$ cat src/sbc_pkg.sv
package sbc_pkg;
  // ----------------------------------------------------------------
  // Timing
  // ----------------------------------------------------------------
  localparam int CLK_HZ = 10_000_000;
  localparam int CYC_PER_MS = CLK_HZ / 1000;
  localparam int CYC_PER_US = CLK_HZ / 1_000_000;
  localparam int NREQ_MS = 350;
  localparam int NREQ_CYC = NREQ_MS * CYC_PER_MS;
  localparam int WD_SHORT_MS = 10;
  localparam int WD_SHORT_CYC = WD_SHORT_MS * CYC_PER_MS;
  localparam int WD_LONG_MS = 350;
  localparam int WD_LONG_CYC = WD_LONG_MS * CYC_PER_MS;
  localparam int RESET_CYC = 20000;
  localparam int FWU_CYC = 1_000_000;
  localparam int CS_PERIOD_CYC = 200_000;
  localparam int CS_ON_CYC = 50;
  localparam int NMI_US = 10;
  localparam int NMI_CYC = NMI_US * CYC_PER_US;
  localparam int SPI_HOLD_CYC = 50;
  localparam int CW = 22;
  localparam int HW = 8;
  localparam int SCLK_HALF = 4;
  // ----------------------------------------------------------------
  // Serial frame: [7:5] address, [4] write, [3:0] data
  // ----------------------------------------------------------------
  localparam int FRAME_W = 8;
  localparam int WR_POS = 4;
  localparam logic [2:0] A_MCR = 3'h0;
  localparam logic [2:0] A_TIM = 3'h1;
  localparam logic [2:0] A_WAKE = 3'h2;
  localparam logic [2:0] A_LPC = 3'h3;
  localparam logic [2:0] A_CAN = 3'h4;
  localparam logic [2:0] A_RCR = 3'h5;
  localparam logic [2:0] M_SLEEP = 3'h1;
  localparam logic [2:0] M_STOP = 3'h2;
  localparam logic [2:0] M_NORMAL = 3'h5;
  localparam logic [2:0] M_STANDBY = 3'h6;
  localparam logic [3:0] MCR_DEBUG = 4'h0;
  localparam int LPC_LINK = 3;
  localparam int LPC_FWU = 1;
  localparam int LPC_AUTO = 0;
  localparam int TIM_LONG = 0;
  localparam int TIM_WIN = 2;
  localparam int CAN_TXRX = 0;
  localparam int CAN_WKEN = 1;
  localparam logic [3:0] TIM_RST = 4'h4;
  localparam logic [3:0] CFG_RST = 4'h0;
  // ----------------------------------------------------------------
  // Host command registers (APB)
  // ----------------------------------------------------------------
  localparam logic [11:0] H_CMD = 12'h000;
  localparam logic [11:0] H_STAT = 12'h004;
  localparam int ST_BUSY = 8;
  localparam int ST_RST = 9;
  localparam int ST_INT = 10;

  typedef enum {S_RESET, S_NREQ, S_NORMAL, S_STANDBY, S_SLEEP, S_STOP} mode_e;
  typedef enum {H_IDLE, H_ACT, H_TAIL, H_GAP} hst_e;
endpackage

$ cat src/sbc_link_if.sv
`timescale 1ns/1ps
interface sbc_link_if;
  logic sclk;
  logic cs_n;
  logic mosi;
  logic miso;
  logic rst_n;
  logic int_n;
  modport host(output sclk, output cs_n, output mosi,
               input miso, input rst_n, input int_n);
  modport dev(input sclk, input cs_n, input mosi,
              output miso, output rst_n, output int_n);
endinterface

$ cat src/sbc_device.sv
// Decided for this implementation: the register offsets and the APB register port.
`timescale 1ns/1ps
module sbc_device import sbc_pkg::*; #(
  parameter int NREQ_CYCLES = NREQ_CYC,
  parameter int RESET_CYCLES = RESET_CYC,
  parameter int WD_SHORT_CYCLES = WD_SHORT_CYC,
  parameter int WD_LONG_CYCLES = WD_LONG_CYC,
  parameter int FWU_CYCLES = FWU_CYC,
  parameter int CS_PERIOD_CYCLES = CS_PERIOD_CYC
) (
  input wire logic CLK,
  input wire logic RESETN,
  sbc_link_if.dev LINK,
  input wire logic [3:0] WAKE_IN,
  input wire logic TXD,
  input wire logic BUS_DOM,
  input wire logic CAN_WAKE,
  output logic RXD,
  output logic CAN_DRIVE_DOM,
  output logic HS_ON,
  output logic VDD_EN,
  output logic WATCHDOG_FAULT_OUTPUT_N
);
  // ----------------------------------------------------------------
  // Input synchronisers
  // ----------------------------------------------------------------
  logic [9:0] in_s1, in_s2;
  logic sclk_d, cs_d;
  always_ff @(posedge CLK) begin
    in_s1 <= {CAN_WAKE, BUS_DOM, TXD, WAKE_IN, LINK.mosi, LINK.cs_n,
              LINK.sclk};
    in_s2 <= in_s1;
    sclk_d <= in_s2[0];
    cs_d <= in_s2[1];
  end
  logic [3:0] wk_s;
  logic sclk_rise, sclk_fall, cs_fall, cs_rise;
  assign wk_s = in_s2[6:3];
  assign sclk_rise = in_s2[0] & ~sclk_d;
  assign sclk_fall = ~in_s2[0] & sclk_d;
  assign cs_fall = ~in_s2[1] & cs_d;
  assign cs_rise = in_s2[1] & ~cs_d;

  // ----------------------------------------------------------------
  // Serial slave
  // ----------------------------------------------------------------
  logic [7:0] rx_q, tx_q, resp_q;
  logic [3:0] bits_q;
  logic [HW-1:0] hold_q;
  logic frame_v, spi_ok, wr, rd;
  logic [2:0] addr;
  logic [3:0] dat;
  always_ff @(posedge CLK) begin
    if (!RESETN) begin
      rx_q <= 8'h00;
      tx_q <= 8'h00;
      bits_q <= 4'h0;
    end else if (cs_fall) begin
      tx_q <= resp_q;
      bits_q <= 4'h0;
    end else if (!in_s2[1]) begin
      if (sclk_rise) begin
        rx_q <= {rx_q[6:0], in_s2[2]};
        bits_q <= bits_q + 4'h1;
      end
      if (sclk_fall) begin
        tx_q <= {tx_q[6:0], 1'b0};
      end
    end
  end
  assign LINK.miso = tx_q[7];
  assign spi_ok = hold_q == '0;
  assign frame_v = cs_rise && bits_q == 4'(FRAME_W) && spi_ok;
  assign addr = rx_q[7:5];
  assign dat = rx_q[3:0];
  assign wr = frame_v && rx_q[WR_POS];
  assign rd = frame_v && !rx_q[WR_POS];

  // ----------------------------------------------------------------
  // Configuration registers
  // ----------------------------------------------------------------
  mode_e mode_q, mode_d;
  logic [3:0] tim_q, wcfg_q, lpc_q, can_q, rcr_q;
  always_ff @(posedge CLK) begin
    if (!RESETN) begin
      tim_q <= TIM_RST;
      wcfg_q <= CFG_RST;
      lpc_q <= CFG_RST;
      can_q <= CFG_RST;
      rcr_q <= CFG_RST;
    end else if (wr) begin
      case (addr)
        A_TIM: tim_q <= dat;
        A_WAKE: wcfg_q <= dat;
        A_LPC: begin
          lpc_q <= dat;
          if (dat[LPC_LINK] && dat[LPC_AUTO]) begin
            lpc_q[LPC_FWU] <= 1'b0;
          end
        end
        A_CAN: can_q <= dat;
        A_RCR: rcr_q <= dat;
        default: ;
      endcase
    end
  end

  // ----------------------------------------------------------------
  // Wake detection
  // ----------------------------------------------------------------
  function automatic logic lvl_hit(input logic [1:0] cfg,
                                   input logic now, input logic snap);
    case (cfg)
      2'b01: lvl_hit = now;
      2'b10: lvl_hit = !now;
      2'b11: lvl_hit = now != snap;
      default: lvl_hit = 1'b0;
    endcase
  endfunction

  logic [3:0] snap_q, hit, src_q;
  logic [CW-1:0] lp_q, lp_per;
  logic lowp, direct, cyclic, fwu_en, samp, in_wake, can_wk, wake;
  logic bus_wake_q;
  assign lowp = mode_q == S_SLEEP || mode_q == S_STOP;
  assign direct = !lpc_q[LPC_LINK] && !lpc_q[LPC_AUTO];
  assign cyclic = lpc_q[LPC_LINK] && lpc_q[LPC_AUTO];
  assign fwu_en = lpc_q[LPC_FWU] && !cyclic;
  assign lp_per = cyclic ? CW'(CS_PERIOD_CYCLES) : CW'(FWU_CYCLES);
  assign samp = lp_q == lp_per - CW'(1);
  always_comb begin
    for (int i = 0; i < 4; i++) begin
      hit[i] = lvl_hit(i < 2 ? wcfg_q[1:0] : wcfg_q[3:2],
                       wk_s[i], snap_q[i]);
    end
  end
  // One sampling mode for all inputs; level mode per pair (wcfg_q[1:0] for inputs 0-1, wcfg_q[3:2] for 2-3).
  assign in_wake = (direct || (cyclic && samp)) && |hit;
  assign can_wk = can_q[CAN_WKEN] && in_s2[9];
  assign wake = lowp && (in_wake || can_wk || cs_rise
                || (fwu_en && samp));

  always_ff @(posedge CLK) begin
    if (!RESETN || !lowp || !(cyclic || fwu_en) || samp) begin
      lp_q <= '0;
    end else begin
      lp_q <= lp_q + CW'(1);
    end
  end
  always_ff @(posedge CLK) begin
    if (!lowp) begin
      snap_q <= wk_s;
    end
  end
  always_ff @(posedge CLK) begin
    if (!RESETN) begin
      HS_ON <= 1'b0;
    end else begin
      HS_ON <= lowp && cyclic
               && lp_q >= lp_per - CW'(CS_ON_CYC);
    end
  end
  always_ff @(posedge CLK) begin
    if (!RESETN) begin
      src_q <= 4'h0;
      bus_wake_q <= 1'b0;
    end else begin
      src_q <= ((rd && addr == A_WAKE) ? 4'h0 : src_q)
               | ((wake && in_wake) ? hit : 4'h0);
      bus_wake_q <= ((rd && addr == A_CAN) ? 1'b0 : bus_wake_q)
                    | (wake && can_wk);
    end
  end

  // ----------------------------------------------------------------
  // Mode sequencer and watchdog
  // ----------------------------------------------------------------
  logic [CW-1:0] tmr_q, seq_tmr_q, per;
  logic [1:0] seq_q;
  logic debug_q, batfail_q, wd_run, expire, closed, tim_wr, mcr_wr;
  logic wd_to, seq_to, mode_code;
  assign tim_wr = wr && addr == A_TIM;
  assign mcr_wr = wr && addr == A_MCR;
  assign mode_code = dat[2:0] == M_NORMAL || dat[2:0] == M_STANDBY;
  assign wd_run = !debug_q && (mode_q == S_NORMAL || mode_q == S_STANDBY
                  || (mode_q == S_STOP && rcr_q[0]));
  always_comb begin
    case (mode_q)
      S_RESET: per = CW'(RESET_CYCLES);
      S_NREQ: per = CW'(NREQ_CYCLES);
      default: per = tim_q[TIM_LONG] ? CW'(WD_LONG_CYCLES)
                                     : CW'(WD_SHORT_CYCLES);
    endcase
  end
  assign expire = tmr_q == per - CW'(1);
  assign closed = tim_q[TIM_WIN] && mode_q != S_STOP
                  && tmr_q < (per >> 1);
  assign wd_to = wd_run && (expire || (tim_wr && closed));
  assign seq_to = seq_q != 2'd0 && seq_tmr_q >= CW'(NREQ_CYCLES - 1);

  always_comb begin
    mode_d = mode_q;
    case (mode_q)
      S_RESET: if (expire) mode_d = S_NREQ;
      S_NREQ: begin
        if (expire) begin
          mode_d = S_RESET;
        end else if (tim_wr && !debug_q) begin
          mode_d = S_NORMAL;
        end else if (mcr_wr && debug_q && mode_code) begin
          mode_d = dat[2:0] == M_NORMAL ? S_NORMAL : S_STANDBY;
        end
      end
      S_NORMAL, S_STANDBY: begin
        if (wd_to || seq_to) begin
          mode_d = S_RESET;
        end else if (mcr_wr) begin
          case (dat[2:0])
            M_SLEEP: mode_d = S_SLEEP;
            M_STOP: mode_d = S_STOP;
            M_NORMAL: mode_d = S_NORMAL;
            M_STANDBY: mode_d = S_STANDBY;
            default: ;
          endcase
        end
      end
      S_SLEEP: if (wake) mode_d = S_RESET;
      S_STOP: begin
        if (wd_to) begin
          mode_d = S_RESET;
        end else if (wake) begin
          mode_d = S_NREQ;
        end
      end
      default: mode_d = S_RESET;
    endcase
  end

  always_ff @(posedge CLK) begin
    if (!RESETN) begin
      mode_q <= S_RESET;
    end else begin
      mode_q <= mode_d;
    end
  end
  always_ff @(posedge CLK) begin
    if (!RESETN || mode_d != mode_q || (tim_wr && !wd_to)) begin
      tmr_q <= '0;
    end else if (!expire) begin
      tmr_q <= tmr_q + CW'(1);
    end
  end
  always_ff @(posedge CLK) begin
    if (!RESETN || mode_q == S_RESET || seq_q == 2'd0) begin
      seq_tmr_q <= '0;
    end else begin
      seq_tmr_q <= seq_tmr_q + CW'(1);
    end
  end
  always_ff @(posedge CLK) begin
    if (!RESETN) begin
      seq_q <= 2'd0;
      debug_q <= 1'b0;
      batfail_q <= 1'b1;
    end else if (mode_d == S_RESET && !lowp) begin
      seq_q <= 2'd0;
      debug_q <= 1'b0;
    end else if (wr) begin
      seq_q <= 2'd0;
      if (tim_wr && mode_q == S_NREQ && batfail_q && !debug_q) begin
        seq_q <= 2'd1;
      end else if (mcr_wr && dat == MCR_DEBUG && seq_q == 2'd1) begin
        seq_q <= 2'd2;
      end else if (mcr_wr && seq_q == 2'd2 && mode_code) begin
        debug_q <= 1'b1;
        batfail_q <= 1'b0;
      end else if (mcr_wr && dat == MCR_DEBUG) begin
        debug_q <= 1'b0;
        batfail_q <= 1'b0;
      end
    end
  end

  // ----------------------------------------------------------------
  // Pins and read-back
  // ----------------------------------------------------------------
  logic rst_n_q, int_n_q;
  always_ff @(posedge CLK) begin
    if (!RESETN) begin
      rst_n_q <= 1'b0;
      VDD_EN <= 1'b1;
      WATCHDOG_FAULT_OUTPUT_N <= 1'b1;
      int_n_q <= 1'b1;
      hold_q <= '0;
    end else begin
      rst_n_q <= mode_d != S_RESET;
      VDD_EN <= mode_d != S_SLEEP;
      if (wd_to) begin
        WATCHDOG_FAULT_OUTPUT_N <= 1'b0;
      end else if (tim_wr) begin
        WATCHDOG_FAULT_OUTPUT_N <= 1'b1;
      end
      if (mode_q == S_STOP && mode_d == S_NREQ) begin
        hold_q <= HW'(NMI_CYC + SPI_HOLD_CYC);
        int_n_q <= 1'b0;
      end else if (hold_q != '0) begin
        hold_q <= hold_q - HW'(1);
        if (hold_q == HW'(SPI_HOLD_CYC + 1)) begin
          int_n_q <= 1'b1;
        end
      end
    end
  end
  assign LINK.rst_n = rst_n_q;
  assign LINK.int_n = int_n_q;

  always_ff @(posedge CLK) begin
    if (!RESETN) begin
      resp_q <= 8'h00;
    end else if (rd) begin
      resp_q[7:4] <= {addr, 1'b0};
      case (addr)
        A_MCR: resp_q[3:0] <= {batfail_q, debug_q, !WATCHDOG_FAULT_OUTPUT_N, 1'b0};
        A_TIM: resp_q[3:0] <= tim_q;
        A_WAKE: resp_q[3:0] <= src_q;
        A_LPC: resp_q[3:0] <= lpc_q;
        A_CAN: resp_q[3:0] <= {bus_wake_q, 1'b0, can_q[1:0]};
        A_RCR: resp_q[3:0] <= rcr_q;
        default: resp_q[3:0] <= 4'h0;
      endcase
    end
  end

  always_ff @(posedge CLK) begin
    if (!RESETN) begin
      CAN_DRIVE_DOM <= 1'b0;
      RXD <= 1'b1;
    end else begin
      CAN_DRIVE_DOM <= can_q[CAN_TXRX] && !in_s2[7];
      RXD <= can_q[CAN_TXRX] ? !in_s2[8] : 1'b1;
    end
  end
endmodule // sbc_device

$ cat src/flat_wrapper.sv
// flat-port wrapper written by rule: the top's interface ports become plain ports
module sbc_device_flat import sbc_pkg::*;
#(
  parameter int NREQ_CYCLES = NREQ_CYC,
  parameter int RESET_CYCLES = RESET_CYC,
  parameter int WD_SHORT_CYCLES = WD_SHORT_CYC,
  parameter int WD_LONG_CYCLES = WD_LONG_CYC,
  parameter int FWU_CYCLES = FWU_CYC,
  parameter int CS_PERIOD_CYCLES = CS_PERIOD_CYC
)
  (CLK, RESETN, WAKE_IN, TXD, BUS_DOM, CAN_WAKE, RXD, CAN_DRIVE_DOM, HS_ON, VDD_EN, WATCHDOG_FAULT_OUTPUT_N, LINK_sclk, LINK_cs_n, LINK_mosi, LINK_miso, LINK_rst_n, LINK_int_n);
  sbc_link_if LINK_i ();
  input wire logic CLK;
  input wire logic RESETN;
  input wire logic [3:0] WAKE_IN;
  input wire logic TXD;
  input wire logic BUS_DOM;
  input wire logic CAN_WAKE;
  output logic RXD;
  output logic CAN_DRIVE_DOM;
  output logic HS_ON;
  output logic VDD_EN;
  output logic WATCHDOG_FAULT_OUTPUT_N;
  input wire logic [$bits(LINK_i.sclk)-1:0] LINK_sclk;
  input wire logic [$bits(LINK_i.cs_n)-1:0] LINK_cs_n;
  input wire logic [$bits(LINK_i.mosi)-1:0] LINK_mosi;
  output wire logic [$bits(LINK_i.miso)-1:0] LINK_miso;
  output wire logic [$bits(LINK_i.rst_n)-1:0] LINK_rst_n;
  output wire logic [$bits(LINK_i.int_n)-1:0] LINK_int_n;
  assign LINK_i.sclk = LINK_sclk;
  assign LINK_i.cs_n = LINK_cs_n;
  assign LINK_i.mosi = LINK_mosi;
  assign LINK_miso = LINK_i.miso;
  assign LINK_rst_n = LINK_i.rst_n;
  assign LINK_int_n = LINK_i.int_n;
  sbc_device #(.NREQ_CYCLES(NREQ_CYCLES), .RESET_CYCLES(RESET_CYCLES), .WD_SHORT_CYCLES(WD_SHORT_CYCLES), .WD_LONG_CYCLES(WD_LONG_CYCLES), .FWU_CYCLES(FWU_CYCLES), .CS_PERIOD_CYCLES(CS_PERIOD_CYCLES)) u_core (.CLK(CLK), .RESETN(RESETN), .LINK(LINK_i), .WAKE_IN(WAKE_IN), .TXD(TXD), .BUS_DOM(BUS_DOM), .CAN_WAKE(CAN_WAKE), .RXD(RXD), .CAN_DRIVE_DOM(CAN_DRIVE_DOM), .HS_ON(HS_ON), .VDD_EN(VDD_EN), .WATCHDOG_FAULT_OUTPUT_N(WATCHDOG_FAULT_OUTPUT_N));
endmodule
$ cat config.mk
export PLATFORM = sky130hd
export DESIGN_NAME = sbc_device_flat
export DESIGN_NICKNAME = d
export VERILOG_FILES = /design/src/sbc_pkg.sv /design/src/sbc_link_if.sv /design/src/sbc_device.sv /design/src/flat_wrapper.sv
export SDC_FILE = /design/constraint.sdc
export NUM_CORES = 1
export LEC_CHECK = 0
export BUFFER_PORTS_ARGS = -buffer_cell sky130_fd_sc_hd__buf_2
export CORE_ASPECT_RATIO = 0.7
export CORE_MARGIN = 4
export CORE_UTILIZATION = 35
export DETAILED_ROUTE_END_ITERATION = 7
export GPL_ROUTABILITY_DRIVEN = 0
export HOLD_SLACK_MARGIN = 0.06
export PLACE_DENSITY = 0.5
export SYNTH_ARGS = -nofsm -noshare
export SYNTH_HDL_FRONTEND = slang
export SYNTH_SLANG_ARGS = --single-unit
$ cat constraint.sdc
create_clock -name CLK -period 8.25 [get_ports CLK]
set_input_delay 0.825 -clock CLK [delete_from_list [all_inputs] [get_ports CLK]]
set_output_delay 0.825 -clock CLK [all_outputs]
set_load 0.1 [all_outputs]
* Word level (Yosys, flattened, before mapping)
Cells that the tools add are included.
Cells by class: reduce and logical (&&, ||, !) cells 108, add/sub/neg operators 8, order comparisons 3, eq/ne operators 40, bitwise operators 15, multiplexer cells 39
Operators by type and width (number):
- $mux 32 | 9
- $pmux 32 s5 | 1
- $eq 32x2->1 const B | 4
- $eq 32x3->1 const B | 4
- $pmux 32 s4 | 1
- $logic_not 32->1 | 3
- $add 22x1->22 const B | 3
- $eq 32x4->1 const B | 2
- $ne 32x4->1 const B | 2
- $eq 22x22->1 | 2
- $pmux 22 s2 | 1
- $sub 22x1->22 const B | 2
- $logic_and 1x1->1 | 42
- $mux 8 | 5
- $eq 32x1->1 const B | 1
- $ne 32x32->1 | 1
- $reduce_bool 32->1 | 1
- $pmux 4 s6 | 1
- $ge 22x22->1 | 1
- $ge 22x22->1 const B | 1
- $lt 22x21->1 | 1
- $mux 22 | 1
- $sub 22x6->22 const B | 1
- $mux 20 | 1
- other kinds (33) | 122
Storage, ports and cells: word-level logic and storage cells 245, bits in registers 193, output and inout bits 8, input bits 12

* Longest topological paths before layout
depth after elaboration 18, gate-level depth with buffers 14, depth with buffers taken out 13

* Worst setup path before layout
OpenSTA, ideal clock, no wires.
kind reg-to-reg, start reg u_core.mode_q[1], end reg u_core.tmr_q[10], path buffers 1, slack 4.829 ns, cell stages (with the launch flop) 15, arrival 3.341 ns, setup time 0.079 ns, cell sequence dfxtp_1 -> nor4_2 -> nand4_2 -> nor3_4 -> inv_1 -> ha_1 -> nand3b_1 -> or3_1 -> o211ai_1 -> or3_4 -> a311oi_4 -> nor4_2 -> o21ai_1 -> buf_2 -> a211oi_2
On the way: cells in the longest elaborated chain, start to end 13, elaborated cells on any way between the ends 44, those cells by class add/sub (1); order compare (1); eq/ne (12); mux (12); reduce/logical (18)
RTL lines:
- start: declaration | line sbc_device.sv:82 | mode_e mode_q, mode_d;
- start signal: assignment | line sbc_device.sv:243 | mode_q <= mode_d;
- parallel branches: the longest is 13 deep, another holds $sub 22x1->22
- end signal: assignment | line sbc_device.sv:250 | tmr_q <= tmr_q + CW'(1);
- end: declaration | line sbc_device.sv:178 | logic [CW-1:0] tmr_q, seq_tmr_q, per;
Parallel ways; which one is timed is not known. A chain may end at the register's enable or synchronous reset.

* Final worst setup path
start reg u_core.mode_q[1], end reg u_core.tmr_q[21]
The elaborated chain is that of the path after synthesis.

==> metrics.txt <==
status=completed; TritonCTS clock tree=yes; Die X=198 um; most frequent cell after synthesis=dfxtp_1; Seq/Total Area, Yosys=44.3%; fraction of registers with async set/reset=0%; vias in the first global route=5,970; post-cts gate resize count=0; number of diodes=0; CP Launch Type=flip-flop; Synth top area share=42.9%; maximum vdd drop=144 uV; Reg clk slew, reported paths=70 ps; final hold violation count=0; Fin Setup TNS=0 ps; fillcell total=2,496; routed wire length per instance=15.0 um; Final Slew Violations=0; CORE AREA=24,700 um^2; top cells by area, synth=dfxtp_1, nand2_1, nor2_1, xor2_1, xnor2_1; min cycle time layout=4020 ps; Post-DP HPWL=14.1 mm; EDFF count, synth=4; RSZ-0062 raised after global routing=no; switching part of the total=24.0%; DRC=0; initial antenna violation count=0; Synth Flop Type=dfxtp_1; critical path class=flip-flop to flip-flop; boundary pin count=20; endpoints failing setup=0; clk buf depth=2; Clock Sinks=193; first-pass GRT wire length=32.9 mm; Relative slew margins=44.6%; Die Y=141 um; final worst-path cycle share=48.7%; Rows=48; Syn Area/Cell=9.24 um^2; HP Class=flip-flop to flip-flop; CTS Buf Count=17; post-route ant nets=0; Vias=6,569; pin count of the biggest net entering global routing=70; GRT met1 Usage=24.7%; Pwr Total=1.92 mW; Switch Pwr=0.461 mW; Clk pwr share=41.9%; Worst Skew=11.2 ps; initial drt markers=450; post-DR vias/cell=4.97; Total GRT Usage=14.7%; post-CTS setup repair buffer count=0; Worst Path Required=8600 ps; Clock Root Buffer=clkbuf_16; kind of end point of the critical path=flip-flop; M2 GR Usage=17.7%; most frequent CP cell=nor4_2; Synth cell types=76; die area=27,800 um^2; CP max stage cell=or3_4; Area Overhead vs Synth=12.0%; worst skew pair latency=440 ps; max cap viols=0; post-synthesis cell count=954; H-tree levels=4; WP data arrival=4370 ps; Max Fclk=249 MHz; CP max FO=22; grt met3 use=3.51%; Syn Std Cell Area=8820 um^2; Logic pwr share=6.6%; Worst Tran Pin Value=824 ps; Port-buffer cells=19; critical path's largest stage delay=520 ps; sequential share of power=51.6%; Lkg Pwr=3.40 nW; Final Routed Wirelength=19.8 mm; post-synth top area cell=dfxtp_1; Initial Utilization=35.6%; Final #Nets=1,015; Synth top cells by count=dfxtp_1, nand2_1, nor2_1; critical-path cell list=nor4_2, nand4_2, nor3_4, inv_1, ha_1, nand3b_1, nor2_1, o311ai_0, a32oi_1, a311oi_4, nor4_2, or3_4, a211oi_1; Most Crowded Layer GR=met1; share of layout cells above drive strength 1=11.2%; Ys Warns=0; P per Cell Area=194 nW/um^2; total grt overflow=0; CTS Hold Bufs=0; synthesized flop and latch total=193; P_int=1.46 mW; TritonRoute pass-1 iters=5
## worst max-delay path: cells and delay by family (launching register included)
kind / cells / cell delay [ps]
AOI/OAI and AO/OA: 4 / 1230
buffers and inverters: 1 / 220
DFF: 1 / 380
and+or+nand+nor: 7 / 1770
adders and majority gates: 1 / 310
## placed cells by master (no fill, tap or decap), types with 9 or more instances in the layout
master     count
a211oi_2      20
a21boi_0      18
a21oi_1       29
and2_1         9
and3_1        17
buf_2         19
clkbuf_16     17
conb_1        29
dfxtp_1      189
ha_1          18
inv_1         29
mux2i_1       27
nand2_1       95
nand3_1       53
nand4_1       15
nor2_1        89
nor2b_1       29
nor3_1        25
nor4_1        12
o21ai_0       21
xnor2_1       31
xor2_1        35
## path summary, 6_finish.rpt
check	from	to	slack [ps]	cells past startpoint
worst min-delay path	u_core.in_s1[7]	u_core.in_s2[7]	330	0
worst max register to register	u_core.mode_q[1]	u_core.tmr_q[21]	4230	13
worst max-delay path	u_core.mode_q[1]	u_core.tmr_q[21]	4230	13
worst min register to register	u_core.in_s1[7]	u_core.in_s2[7]	330	0
## layer usage
layer  vias to the layer above  wire (um)
met4                         0        238
met5                         -          0
met1                      3014      11300
li1                       3414          -
met3                        17       1020
met2                       124       7290
## power groups by stage
stage	registers, mW	clock network, mW	logic [mW]
6_report	0.990	0.804	0.126
5_1_grt	0.994	0.876	0.143
4_1_cts	0.990	0.837	0.127
3_5_place_dp	1.01	0	0.127
3_3_place_gp	1.01	0	0.125
2_1_floorplan	1.01	0	0.101
## registers in the layout, summed over array words and instances (netlist names), 10 cells and up
signal,flops
u_core.in_s1,10
u_core.in_s2,10
u_core.lp_q,22
u_core.mode_q,32
u_core.seq_tmr_q,22
u_core.tmr_q,22
## layout make-up
class                      instances  area [um^2]  share of cell area, %
multi-input combinational        717         4730                   47.9
sequential                       193         3900                   39.5
clock buffer                      21          470                   4.76
tap                              325          407                   4.12
timing repair buffer              27          155                   1.57
inverter                          29          109                   1.10
clock inverter                    11          101                   1.03
## cell families after synthesis
logic type,share of synthesized area (%)
other,0.0425
DFF,44.3
buffers and inverters,3.36
adders and majority gates,2.55
muxes,3.19
AOI/OAI and AO/OA,14.6
and+or+nand+nor,25.4
xor gates and xnor gates,6.56
## stage by stage
step | cells | area, um^2 | hold slack, ps | utilization (%) | worst slack (ps)
after floorplan | 982 | 8920 | 310 | - | 4830
after global placement | 1291 | 9310 | 311 | 37.6 | 4430
after detailed placement | 1291 | 9310 | 312 | 37.6 | 4280
after CTS | 1323 | 9880 | 330 | 39.9 | 4260
after global routing | 1323 | 9880 | 339 | 39.9 | 3890
final | 1323 | 9880 | 327 | 39.9 | 4230
Power figures use the tool's default switching activity.
